### config.mk
export PLATFORM = sky130hd
export DESIGN_NAME = ext_start_stop_ctrl
export DESIGN_NICKNAME = d
export VERILOG_FILES = /design/src/contact_qualifier.v /design/src/ext_start_stop_ctrl.v
export VERILOG_INCLUDE_DIRS = /design/src /design/src/shared
export SDC_FILE = /design/constraint.sdc
export NUM_CORES = 1
export LEC_CHECK = 0
export ABC_AREA = 1
export BUFFER_PORTS_ARGS = -buffer_cell sky130_fd_sc_hd__buf_2
export CAP_MARGIN = 40
export CORE_MARGIN = 2
export CORE_UTILIZATION = 60
export DETAILED_ROUTE_END_ITERATION = 8
export PLACE_DENSITY_LB_ADDON = 0.3
export SYNTH_ARGS = -nofsm -noshare
export SYNTH_HDL_FRONTEND = slang
export SYNTH_SLANG_ARGS = --single-unit
### constraint.sdc
create_clock -name I_REF_CLK -period 7.5 [get_ports I_REF_CLK]
set_input_delay 1.5 -clock I_REF_CLK [delete_from_list [all_inputs] [get_ports I_REF_CLK]]
set_output_delay 1.5 -clock I_REF_CLK [all_outputs]
set_load 0.01 [all_outputs]
### src/shared/ext_start_stop_defines.vh
// Constants for the external start/stop control block
`ifndef EXT_START_STOP_DEFINES_VH
`define EXT_START_STOP_DEFINES_VH

// Register byte offsets
`define OFS_CTRL 8'h00
`define OFS_PINSEL 8'h04
`define OFS_STATUS 8'h08
`define OFS_IRQ_STAT 8'h0c
`define OFS_IRQ_MASK 8'h10

// Control register fields
`define CTRL_SRC_LSB 0
`define CTRL_SRC_MSB 1
`define CTRL_ILOCK_EN 2
`define CTRL_TEST_PER_STEP 3
`define CTRL_JUDGE_PER_STEP 4
`define CTRL_RESET 32'h00000000

// Control source encodings
`define SRC_FRONT 2'h0
`define SRC_REMOTE 2'h1
`define SRC_SIGNAL 2'h2

// Status pin condition codes, three bits per pin
`define COND_READY 3'h0
`define COND_TESTING 3'h1
`define COND_PASS 3'h2
`define COND_FAIL 3'h3
`define COND_FAIL_HI 3'h4
`define COND_FAIL_LO 3'h5
`define PINSEL_RESET 32'h00005688

// Interrupt bits
`define IRQ_START 0
`define IRQ_STOP 1
`define IRQ_DONE 2
`define IRQ_ILOCK 3
`define IRQ_MASK_RESET 32'h00000000

// AXI responses
`define RESP_OKAY 2'h0
`define RESP_SLVERR 2'h2

// Minimum contact hold: 1 ms of the 40 MHz reference clock, sized to
// the 16-bit qualifier counter
`define HOLD_CYCLES 16'd40000

`endif

### src/contact_qualifier.v
// Synchroniser and minimum-hold qualifier for one active-low contact input
module contact_qualifier #(
	parameter [15:0] HOLD = 16'd40000
) (
	// Clock and reset
	input wire i_clk,
	input wire i_rst_n,
	input wire i_ce,
	// Contact, low while shorted to its return
	input wire i_pin_n,
	// Qualified results
	output reg o_held,
	output reg o_press
);
	reg meta;
	reg sync;
	reg [15:0] cnt;

	always @(posedge i_clk or negedge i_rst_n) begin
		if (!i_rst_n) begin
			meta <= 1'b1;
			sync <= 1'b1;
			cnt <= 16'h0000;
			o_held <= 1'b0;
			o_press <= 1'b0;
		end else if (i_ce) begin
			meta <= i_pin_n;
			sync <= meta;
			o_press <= 1'b0;
			if (sync) begin
				cnt <= 16'h0000;
				o_held <= 1'b0;
			end else if (cnt < HOLD - 16'h0001) begin
				cnt <= cnt + 16'h0001;
			end else if (!o_held) begin
				// A short glitch never reaches here: the count restarts
				o_held <= 1'b1;
				o_press <= 1'b1;
			end
		end
	end
endmodule

### src/ext_start_stop_ctrl.v
// External start/stop control with interlock, status pins and AXI4-Lite
//
// Behaviour
// - Remote terminal acts like front-panel buttons
// - Remote selected: starts only from remote terminal
// - Front-panel stop always aborts a running test
// - Front panel selected: remote start ignored
// - Signal-port inputs honoured only when selected
// - Signal-port stop held 1ms gives ready
// - Signal-port start held 1ms starts test
// - Signal-port stop during test stops it
// - Interlock enabled: start only with loop closed
// - Five status outputs drive test status
// - Each output selects one of six conditions
// - Testing indication continuous or per step
// - Judgement after final step or each step
// - Open interlock refuses start, flags condition
//
// Decided for this implementation: the AXI4-Lite register port and the register addresses.
`include "ext_start_stop_defines.vh"

module ext_start_stop_ctrl #(
	parameter [15:0] HOLD_CYCLES = `HOLD_CYCLES
) (
	// Clock, reset, clock enable
	input wire I_REF_CLK,
	input wire I_RESETN,
	input wire I_CE,
	// Contact inputs, low while shorted to their return
	input wire I_PANEL_START_N,
	input wire I_PANEL_STOP_N,
	input wire I_REMOTE_GO_IN_N,
	input wire I_REMOTE_HALT_IN_N,
	input wire I_PORT_START_N,
	input wire I_PORT_STOP_N,
	input wire I_SAFETY_LOOP_B_N,
	// Test engine, same clock
	input wire I_AUTO_MODE,
	input wire I_STEP_START,
	input wire I_STEP_DONE,
	input wire I_TEST_DONE,
	input wire I_RESULT_PASS,
	input wire I_RESULT_FAIL_HI,
	input wire I_RESULT_FAIL_LO,
	output reg O_TEST_START,
	output reg O_TEST_ABORT,
	// Status port and flags
	output reg [4:0] O_STATUS_OUT,
	output reg O_INTERLOCK_OPEN,
	output reg O_IRQ,
	// AXI4-Lite slave
	input wire [7:0] I_AWADDR,
	input wire I_AWVALID,
	output reg O_AWREADY,
	input wire [31:0] I_WDATA,
	input wire [3:0] I_WSTRB,
	input wire I_WVALID,
	output reg O_WREADY,
	output reg [1:0] O_BRESP,
	output reg O_BVALID,
	input wire I_BREADY,
	input wire [7:0] I_ARADDR,
	input wire I_ARVALID,
	output reg O_ARREADY,
	output reg [31:0] O_RDATA,
	output reg [1:0] O_RRESP,
	output reg O_RVALID,
	input wire I_RREADY
);
	localparam [2:0] ST_READY = 3'b001;
	localparam [2:0] ST_TEST = 3'b010;
	localparam [2:0] ST_JUDGED = 3'b100;

	reg rst_meta;
	reg rst_n;
	always @(posedge I_REF_CLK or negedge I_RESETN) begin
		if (!I_RESETN) begin
			rst_meta <= 1'b0;
			rst_n <= 1'b0;
		end else begin
			rst_meta <= 1'b1;
			rst_n <= rst_meta;
		end
	end

	// Contacts: 0 panel start, 1 panel stop, 2 remote go, 3 remote halt,
	// 4 port start, 5 port stop
	wire [5:0] pins_n;
	wire [5:0] held;
	wire [5:0] press;
	assign pins_n = {I_PORT_STOP_N, I_PORT_START_N, I_REMOTE_HALT_IN_N,
		I_REMOTE_GO_IN_N, I_PANEL_STOP_N, I_PANEL_START_N};

	genvar c;
	generate
		for (c = 0; c < 6; c = c + 1) begin : g_contact
			contact_qualifier #(
				.HOLD(HOLD_CYCLES)
			) u_qual (
				.i_clk(I_REF_CLK),
				.i_rst_n(rst_n),
				.i_ce(I_CE),
				.i_pin_n(pins_n[c]),
				.o_held(held[c]),
				.o_press(press[c])
			);
		end
	endgenerate

	reg loop_meta;
	reg loop_closed;
	always @(posedge I_REF_CLK or negedge rst_n) begin
		if (!rst_n) begin
			loop_meta <= 1'b0;
			loop_closed <= 1'b0;
		end else if (I_CE) begin
			loop_meta <= ~I_SAFETY_LOOP_B_N;
			loop_closed <= loop_meta;
		end
	end

	reg [31:0] ctrl;
	reg [31:0] pinsel;
	reg [31:0] irq_mask;
	reg [3:0] irq_stat;
	wire [1:0] src;
	assign src = ctrl[`CTRL_SRC_MSB:`CTRL_SRC_LSB];

	reg start_req;
	reg stop_req;
	always @* begin
		start_req = 1'b0;
		stop_req = press[1];
		case (src)
			`SRC_FRONT: begin
				start_req = press[0];
			end
			`SRC_REMOTE: begin
				start_req = press[2];
				stop_req = press[1] | press[3];
			end
			`SRC_SIGNAL: begin
				start_req = press[4];
				stop_req = press[1] | press[5];
			end
			default: begin
				start_req = 1'b0;
			end
		endcase
	end

	reg [2:0] state;
	reg step_active;
	reg judged_pass;
	reg judged_hi;
	reg judged_lo;
	reg judge_valid;
	reg ev_start;
	reg ev_stop;
	reg ev_done;
	reg ev_ilock;
	wire ilock_ok;
	wire per_step_judge;
	assign ilock_ok = ~ctrl[`CTRL_ILOCK_EN] | loop_closed;
	assign per_step_judge = I_AUTO_MODE & ctrl[`CTRL_JUDGE_PER_STEP];

	always @(posedge I_REF_CLK or negedge rst_n) begin
		if (!rst_n) begin
			state <= ST_READY;
			step_active <= 1'b0;
			judged_pass <= 1'b0;
			judged_hi <= 1'b0;
			judged_lo <= 1'b0;
			judge_valid <= 1'b0;
			O_TEST_START <= 1'b0;
			O_TEST_ABORT <= 1'b0;
			O_INTERLOCK_OPEN <= 1'b0;
			ev_start <= 1'b0;
			ev_stop <= 1'b0;
			ev_done <= 1'b0;
			ev_ilock <= 1'b0;
		end else if (I_CE) begin
			O_TEST_START <= 1'b0;
			O_TEST_ABORT <= 1'b0;
			ev_start <= 1'b0;
			ev_stop <= 1'b0;
			ev_done <= 1'b0;
			ev_ilock <= 1'b0;
			if (stop_req) begin
				// Stop is checked first so it beats a start in the same cycle
				O_TEST_ABORT <= state[1];
				state <= ST_READY;
				step_active <= 1'b0;
				judge_valid <= 1'b0;
				O_INTERLOCK_OPEN <= 1'b0;
				ev_stop <= 1'b1;
			end else begin
				case (state)
					ST_READY: begin
						if (start_req && !ilock_ok) begin
							O_INTERLOCK_OPEN <= 1'b1;
							ev_ilock <= 1'b1;
						end else if (start_req) begin
							state <= ST_TEST;
							O_TEST_START <= 1'b1;
							O_INTERLOCK_OPEN <= 1'b0;
							step_active <= 1'b1;
							judge_valid <= 1'b0;
							ev_start <= 1'b1;
						end
					end
					ST_TEST: begin
						if (I_STEP_START) begin
							step_active <= 1'b1;
						end
						if (I_STEP_DONE) begin
							step_active <= 1'b0;
						end
						if (I_TEST_DONE || (I_STEP_DONE && per_step_judge)) begin
							judged_pass <= I_RESULT_PASS;
							judged_hi <= I_RESULT_FAIL_HI;
							judged_lo <= I_RESULT_FAIL_LO;
							judge_valid <= 1'b1;
						end else if (I_STEP_START && per_step_judge) begin
							judge_valid <= 1'b0;
						end
						if (I_TEST_DONE) begin
							state <= ST_JUDGED;
							step_active <= 1'b0;
							ev_done <= 1'b1;
						end
					end
					ST_JUDGED: begin
						// A finished test waits for a stop before the next start
						state <= ST_JUDGED;
					end
					default: begin
						state <= ST_READY;
					end
				endcase
			end
		end
	end

	wire testing_ind;
	assign testing_ind = (I_AUTO_MODE && ctrl[`CTRL_TEST_PER_STEP]) ?
		(state[1] & step_active) : state[1];

	wire [5:0] cond;
	assign cond = {judge_valid & judged_lo, judge_valid & judged_hi,
		judge_valid & ~judged_pass, judge_valid & judged_pass,
		testing_ind, state[0]};

	genvar p;
	generate
		for (p = 0; p < 5; p = p + 1) begin : g_status
			wire [2:0] sel;
			assign sel = pinsel[3 * p + 2:3 * p];
			always @(posedge I_REF_CLK or negedge rst_n) begin
				if (!rst_n) begin
					O_STATUS_OUT[p] <= 1'b0;
				end else if (I_CE) begin
					// Codes above the six conditions leave the pin off
					O_STATUS_OUT[p] <= (sel < 3'h6) ? cond[sel] : 1'b0;
				end
			end
		end
	endgenerate

	// AXI4-Lite slave: one write and one read held at a time
	reg aw_got;
	reg w_got;
	reg [7:0] aw_addr;
	reg [31:0] w_data;
	reg [3:0] w_strb;
	wire [31:0] wmask;
	wire rd_irq;
	assign wmask = {{8{w_strb[3]}}, {8{w_strb[2]}}, {8{w_strb[1]}},
		{8{w_strb[0]}}};
	assign rd_irq = O_ARREADY && I_ARVALID && I_ARADDR == `OFS_IRQ_STAT;

	always @(posedge I_REF_CLK or negedge rst_n) begin
		if (!rst_n) begin
			aw_got <= 1'b0;
			w_got <= 1'b0;
			aw_addr <= 8'h00;
			w_data <= 32'h00000000;
			w_strb <= 4'h0;
			O_AWREADY <= 1'b1;
			O_WREADY <= 1'b1;
			O_BVALID <= 1'b0;
			O_BRESP <= `RESP_OKAY;
			ctrl <= `CTRL_RESET;
			pinsel <= `PINSEL_RESET;
			irq_mask <= `IRQ_MASK_RESET;
		end else if (I_CE) begin
			if (O_AWREADY && I_AWVALID) begin
				aw_got <= 1'b1;
				aw_addr <= I_AWADDR;
				O_AWREADY <= 1'b0;
			end
			if (O_WREADY && I_WVALID) begin
				w_got <= 1'b1;
				w_data <= I_WDATA;
				w_strb <= I_WSTRB;
				O_WREADY <= 1'b0;
			end
			if (aw_got && w_got && !O_BVALID) begin
				aw_got <= 1'b0;
				w_got <= 1'b0;
				O_BVALID <= 1'b1;
				O_BRESP <= `RESP_OKAY;
				case (aw_addr)
					`OFS_CTRL: ctrl <= (ctrl & ~wmask) | (w_data & wmask);
					`OFS_PINSEL: pinsel <= (pinsel & ~wmask) | (w_data & wmask);
					`OFS_IRQ_MASK: irq_mask <= (irq_mask & ~wmask) |
						(w_data & wmask);
					`OFS_STATUS: O_BRESP <= `RESP_OKAY;
					`OFS_IRQ_STAT: O_BRESP <= `RESP_OKAY;
					default: O_BRESP <= `RESP_SLVERR;
				endcase
			end
			if (O_BVALID && I_BREADY) begin
				O_BVALID <= 1'b0;
				O_AWREADY <= 1'b1;
				O_WREADY <= 1'b1;
			end
		end
	end

	always @(posedge I_REF_CLK or negedge rst_n) begin
		if (!rst_n) begin
			O_ARREADY <= 1'b1;
			O_RVALID <= 1'b0;
			O_RDATA <= 32'h00000000;
			O_RRESP <= `RESP_OKAY;
		end else if (I_CE) begin
			if (O_ARREADY && I_ARVALID) begin
				O_ARREADY <= 1'b0;
				O_RVALID <= 1'b1;
				O_RRESP <= `RESP_OKAY;
				case (I_ARADDR)
					`OFS_CTRL: O_RDATA <= {27'h0000000, ctrl[4:0]};
					`OFS_PINSEL: O_RDATA <= {17'h00000, pinsel[14:0]};
					`OFS_STATUS: O_RDATA <= {22'h000000, O_INTERLOCK_OPEN,
						O_STATUS_OUT, loop_closed, state};
					`OFS_IRQ_STAT: O_RDATA <= {28'h0000000, irq_stat};
					`OFS_IRQ_MASK: O_RDATA <= {28'h0000000, irq_mask[3:0]};
					default: begin
						O_RDATA <= 32'h00000000;
						O_RRESP <= `RESP_SLVERR;
					end
				endcase
			end
			if (O_RVALID && I_RREADY) begin
				O_RVALID <= 1'b0;
				O_ARREADY <= 1'b1;
			end
		end
	end

	// Read clears the sticky bits, but an event in that cycle survives
	wire [3:0] events;
	assign events = {ev_ilock, ev_done, ev_stop, ev_start};
	always @(posedge I_REF_CLK or negedge rst_n) begin
		if (!rst_n) begin
			irq_stat <= 4'h0;
			O_IRQ <= 1'b0;
		end else if (I_CE) begin
			irq_stat <= (rd_irq ? 4'h0 : irq_stat) | events;
			O_IRQ <= |(((rd_irq ? 4'h0 : irq_stat) | events) & irq_mask[3:0]);
		end
	end
endmodule

==> metrics.yaml, run 1 <==
run_status:
  status: "finished, final reports clean"
timing:
  setup_ws_ps: 3980
  skew_ps: 10.6
  setup_tns_ps: 0
  drv_slew: 0
  fmax_mhz: 284
  rsz0062_at_grt: "no"
  hold_viol: 0
  holdWs_ps: 294
  max-slew-margin-rel_pct: 31.4
  tightest_slew_ps: 1030
  finalCriticalPeriod_ps: 3520
  setup_violations: 0
  timing.final.crit_share_pct: 47.0
yosys:
  synth_top_area_share_pct: 40.6
  synth_edf_count: 0
  async_flop_share_pct: 100
  yosys.area.top_type: "dfrtp_1"
  synthesis.instances: 1621
  ys_ff_latch: 221
  synthTopCellsByCount: "nand2_1 (498), nor2_1 (217), dfrtp_1 (199)"
  netlist_area_um2: 12300
  yosysSeqAreaShare_pct: 45.3
  ys_warn_count: 0
  synth_cell_types: 44
  syn_avg_cell_area_um2: 7.57
  synth_ff_type: "dfrtp_1"
  synthTopCellsByArea: "dfrtp_1 (41%), nand2_1 (15%), nor2_1 (6.6%)"
  synth.most_common_cell: "nand2_1"
setup_path:
  required_ps: 7940
  startpoint_type: "primary input"
  critPathCaptureType: "register"
  worst-endpoint-arrival_ps: 3960
  criticalPathCategory: "in -> reg"
  crit_path_max_fanout: 53
clock_tree:
  clk_latency_ps: 530
  cts_tree: "done"
  clock_sinks: 221
  clockBufferDepth: 3
  cts_buffers: 25
  ctsHoldBuffers: 0
  post_cts_resized: 0
  clk_pin_slew_ps: 60
  cts-root-buf: "clkbuf_16"
  post_cts_buffers: 0
  htree_levels: 1
drt:
  wl_per_cell_um: 13.7
  antenna_left: 0
  drc: 0
  dr.pass1.iters: 5
  vias_per_cell: 5.32
  drtIter0Drc: 708
  vias: 10500
  routed_wl_mm: 27.1
run:
  maxCapViolations: 0
layout:
  diodes: 0
  area_growth_pct: 11.1
  layout.nets: 1771
  drive_gt1_share_pct: 12.1
placement:
  preCtsSetupSlack_ps: 3440
  gp_congestion: 0.890
  hpwl_mm: 18.2
  io_buffers: 85
power:
  pwr-share-clk_pct: 45.9
  p_switching_w: 0.000752
  leakage_nw: 6.80
  netSwitchingFraction_pct: 25.5
  intPower_w: 0.00220
  combPwrFrac_pct: 8.8
  vdd_ir_drop_max_uv: 198
  pwr-share-seq_pct: 45.3
  powerDensity_nw_per_um2: 217
floorplanning:
  die_area_um2: 21600
  io_pins: 124
  coreArea_um2: 20200
  dieHeight_um: 147
  rows: 52
  start_util_pct: 60.8
  die_w_um: 147
global_routing:
  grt_pass1_wl_mm: 46.0
  track_usage_pct: 25.2
  overflow: 0
  grt_max_degree: 184
  antenna_found_initial: 0
  grt_pass1_vias: 9973
min_path:
  min_path_type: "reg -> async"
## path summary, 6_finish.rpt
path / from / depth (start not counted) / slack [ps] / to
worst max-delay path: I_CE / 6 / 3980 / w_strb[0]$_DFFE_PN0P_
worst min-delay path: rst_n$_DFF_PN0_ / 0 / 290 / w_strb[0]$_DFFE_PN0P_
worst max register to register: O_ARREADY$_DFFE_PN1P_ / 5 / 5210 / O_RDATA[2]$_DFFE_PN0P_
worst min register to register: rst_n$_DFF_PN0_ / 0 / 290 / w_strb[0]$_DFFE_PN0P_
max in group asynchronous: rst_n$_DFF_PN0_ / 1 / 5830 / g_contact[4].u_qual.cnt[3]$_DFFE_PN0P_
min in group I_REF_CLK: rst_meta$_DFF_PN0_ / 0 / 360 / rst_n$_DFF_PN0_
## metrics by stage
step / cell area (um^2) / utilization, % / std cells / power (W)
2_1_floorplan: 12300 / - / 1639 / 0.00155
3_3_place_gp: 12700 / 63.0 / 1929 / 0.00160
3_5_place_dp: 12700 / 63.0 / 1930 / 0.00162
4_1_cts: 13600 / 67.6 / 1976 / 0.00297
5_1_grt: 13600 / 67.6 / 1976 / 0.00307
6_report: 13600 / 67.6 / 1976 / 0.00295
## logic make-up after synthesis
logic type | synth area share [%]
xor+xnor | 5.14
fa+ha+maj | 1.02
simple gates | 33.2
flops | 45.3
other cells | 0.0612
buf+inv | 7.46
compound gates | 7.76
## critical path, cell delays in order
cell and delay (ps):
buf_2 370, buf_4 610, nand3_1 540, inv_1 680
nand2_1 130, o21ai_0 120
## cell type report
class	count	area, um^2
clock buffers	34	729
clock inverters	12	191
fillers	1652	6540
inverters	130	488
multi-input cells	1221	5860
flip-flops and latches	221	5560
well taps	270	338
repair buffers	88	460
## placed cells by master, fill, tap and decap left out, drive strengths merged, types with 9 or more instances in the layout
cell,n
nand2,514
nor2,221
dfrtp,199
nand3,163
inv,131
buf,88
o21ai,86
xor2,61
clkbuf,34
a21oi,33
nor3,32
dfstp,22
conb,20
nand4,15
a31oi,11
xnor2,11
o31ai,11
ha,10
a21boi,9
## routing by layer
metal / up-vias / part of all wire (%) / global-route usage (%)
li1: 5283 / - / -
met1: 4886 / 44 / 34.1
met2: 285 / 48 / 42.2
met3: 65 / 4.9 / 4.07
met4: 0 / 2.6 / 7.69
met5: - / 0 / 0
## power groups by stage
stage          combinational, W  clock [W]  sequential [W]
3_5_place_dp           0.000260          0         0.00136
4_1_cts                0.000262    0.00137         0.00134
3_3_place_gp           0.000250          0         0.00135
2_1_floorplan          0.000212          0         0.00134
5_1_grt                0.000300    0.00142         0.00135
6_report               0.000261    0.00135         0.00134
Power figures use the tool's default switching activity.
==> run 2: changes to the inputs <==
Settings changed: ABC_AREA 1 to 0, CORE_UTILIZATION 60 to 59.
Clock period 7.5 ns to 3.62 ns, I/O delays scaled along.
==> run 2 against run 1 <==
Net effect: total power increased by 130%; global-route usage decreased by 1.1 points; clock skew increased by 3.2 ps; cell area decreased by 6.2%; core utilization increased by 0.34 points; critical path depth increased by 1; die area decreased by 5.6%; wire length decreased by 12%; cell count decreased by 27%; critical endpoint is now ev_done$_DFFE_PN0P_.
==> metrics.yaml, run 2 <==
run:
  maxCapViolations: 0  # unchanged
timing:
  setup_ws_ps: 1080  # -2900 ps
  timing.final.crit_share_pct: 70.3
  rsz0062_at_grt: "no"
  setup_violations: 0  # unchanged
  max-slew-margin-rel_pct: 39.9  # +8.5 points
  finalCriticalPeriod_ps: 2540
  skew_ps: 13.8  # +3.22 ps
  drv_slew: 0  # unchanged
  tightest_slew_ps: 901  # -127 ps
  fmax_mhz: 393
  setup_tns_ps: 0  # unchanged
  holdWs_ps: 296  # +2.12 ps
  hold_viol: 0  # unchanged
floorplanning:
  start_util_pct: 60.4  # -0.45 points
  io_pins: 124  # unchanged
  dieHeight_um: 143  # -2.8%
  coreArea_um2: 18800  # -6.6%
  rows: 50  # -3.8%
  die_area_um2: 20400  # -5.6%
  die_w_um: 143  # -2.8%
yosys:
  syn_avg_cell_area_um2: 10.4  # +37%
  synth_cell_types: 78  # +77%
  synth_edf_count: 0  # unchanged
  synthTopCellsByCount: "dfrtp_1 (199), nor2_1 (97), nand2_1 (87)"
  ys_warn_count: 0  # unchanged
  synthTopCellsByArea: "dfrtp_1 (44%), mux2_2 (6.4%), dfstp_2 (5.1%)"
  synth_top_area_share_pct: 43.8  # +3.2 points
  yosys.area.top_type: "dfrtp_1"
  synth.most_common_cell: "dfrtp_1"
  yosysSeqAreaShare_pct: 48.9  # +3.6 points
  netlist_area_um2: 11400  # -7.3%
  synthesis.instances: 1094  # -33%
  synth_ff_type: "dfrtp_1"
  ys_ff_latch: 221  # unchanged
  async_flop_share_pct: 100  # unchanged
layout:
  drive_gt1_share_pct: 20.7  # +8.6 points
  layout.nets: 1250  # -29%
  diodes: 0  # unchanged
  layout_common_cells: "dfrtp_1 (198), nor2_1 (97), nand2_1 (87)"
  area_growth_pct: 12.5
  layout_commonest_cell: "dfrtp_1"
global_routing:
  track_usage_pct: 24.1  # -1.1 points
  overflow: 0  # unchanged
  grt_pass1_wl_mm: 40.6  # -12%
  grt_pass1_vias: 8256  # -17%
  antenna_found_initial: 0  # unchanged
  grt_max_degree: 122  # -34%
drt:
  vias_per_cell: 6.03  # +13%
  antenna_left: 0  # unchanged
  drtIter0Drc: 764  # +7.9%
  wl_per_cell_um: 16.6  # +21%
  vias: 8708  # -17%
  routed_wl_mm: 23.9  # -12%
  dr.pass1.iters: 5  # unchanged
  drc: 0  # unchanged
run_status:
  status: "finished, final reports clean"
setup_path:
  crit_path_max_fanout: 6  # -89%
  required_ps: 4030  # -3910 ps
  critPathCaptureType: "register"
  startpoint_type: "register"
  criticalPathCategory: "reg -> reg"
  worst-endpoint-arrival_ps: 2960  # -1000 ps
power:
  powerDensity_nw_per_um2: 538  # +150%
  leakage_nw: 5.67  # -17%
  vdd_ir_drop_max_uv: 448  # +130%
  power.total_w: 0.00688  # +130%
placement:
  preCtsSetupSlack_ps: 858  # -2580 ps
  io_buffers: 85  # unchanged
  gp_congestion: 0.858  # -3.7%
  hpwl_mm: 16.1  # -12%
clock_tree:
  clk_pin_slew_ps: 60  # about the same
  clockBufferDepth: 3  # unchanged
  post_cts_buffers: 0  # unchanged
  htree_levels: 1  # unchanged
  cts_tree: "done"
  clk_latency_ps: 540  # about the same
  clock_sinks: 221  # unchanged
  cts-root-buf: "clkbuf_16"
  cts_buffers: 25  # unchanged
min_path:
  min_path_type: "reg -> async"
[run 2: final timing paths]
| path | from | endpoint | slack [ps] | cells past startpoint |
|---|---|---|---|---|
| max in group asynchronous | rst_n$_DFF_PN0_ | g_contact[0].u_qual.cnt[14]$_DFFE_PN0P_ | 2290 | 1 |
| hold / removal | rst_n$_DFF_PN0_ | g_contact[1].u_qual.cnt[3]$_DFFE_PN0P_ | 300 | 0 |
| min in group I_REF_CLK | rst_meta$_DFF_PN0_ | rst_n$_DFF_PN0_ | 350 | 0 |
| setup / recovery | register | ev_done$_DFFE_PN0P_ | 1080 | 7 |
| setup reg to reg | register | ev_done$_DFFE_PN0P_ | 1080 | 7 |
| hold reg to reg | rst_n$_DFF_PN0_ | g_contact[1].u_qual.cnt[3]$_DFFE_PN0P_ | 300 | 0 |
[run 2: repair_timing]
item / CTS / global route
hold endpoints to repair: 2 / 0
resized for setup: 0 / 0
setup endpoints to repair: 0 / 0
hold buffers: 1 / 0
[run 2: cell families (layout without fill, tap and decap cells)]
group | Yosys count | count (layout) | share of synthesized area, %
adder cells (fa/ha/maj) | 10 | 10 | 1.10
XOR/XNOR | 37 | 37 | 2.85
multiplexers | 97 | 97 | 10.0
buffers and inverters | 100 | 173 | 3.95
flip-flops | 221 | 221 | 48.9
AND/OR/NAND/NOR | 385 | 385 | 17.5
other | 2 | 20 | 0.0661
AO/OA/AOI/OAI | 242 | 242 | 15.6
[run 2: layout make-up]
class / count / area [um^2]
Tap cell: 260 / 325
Clock buffer: 39 / 748
Multi-Input combinational cell: 791 / 5430
Timing Repair Buffer: 97 / 533
Fill cell: 1424 / 6040
Sequential cell: 221 / 5560
Clock inverter: 7 / 81.3
Inverter: 30 / 113
[run 2: worst max-delay path, stage by stage, from the launching register on]
cell	delay, ps
dfrtp_1	430
inv_1	100
ha_1	190
mux2_2	350
a21o_1	260
o31ai_1	740
or4_1	250
o21ai_0	80
[run 2: layer usage]
layer	GRT usage [%]	vias to the layer above	routed length (um)
li1	-	4156	-
met1	34.6	4314	10800
met2	38.9	210	11400
met3	4.33	28	1280
met4	5.00	0	395
met5	0	-	0
[run 2: power by group]
group / switching (W) / internal [W]
clock network: 0.00101 / 0.00150
logic: 0.000525 / 0.000517
registers: 0.000444 / 0.00288
[run 2: metrics by stage]
| step | util, % | cells | cell area (um^2) |
|---|---|---|---|
| 3_3_place_gp | 63.4 | 1398 | 11900 |
| 4_1_cts | 67.9 | 1445 | 12800 |
| 3_5_place_dp | 63.4 | 1398 | 11900 |
| 2_1_floorplan | - | 1112 | 11400 |
| 5_1_grt | 67.9 | 1445 | 12800 |
| 6_report | 67.9 | 1445 | 12800 |
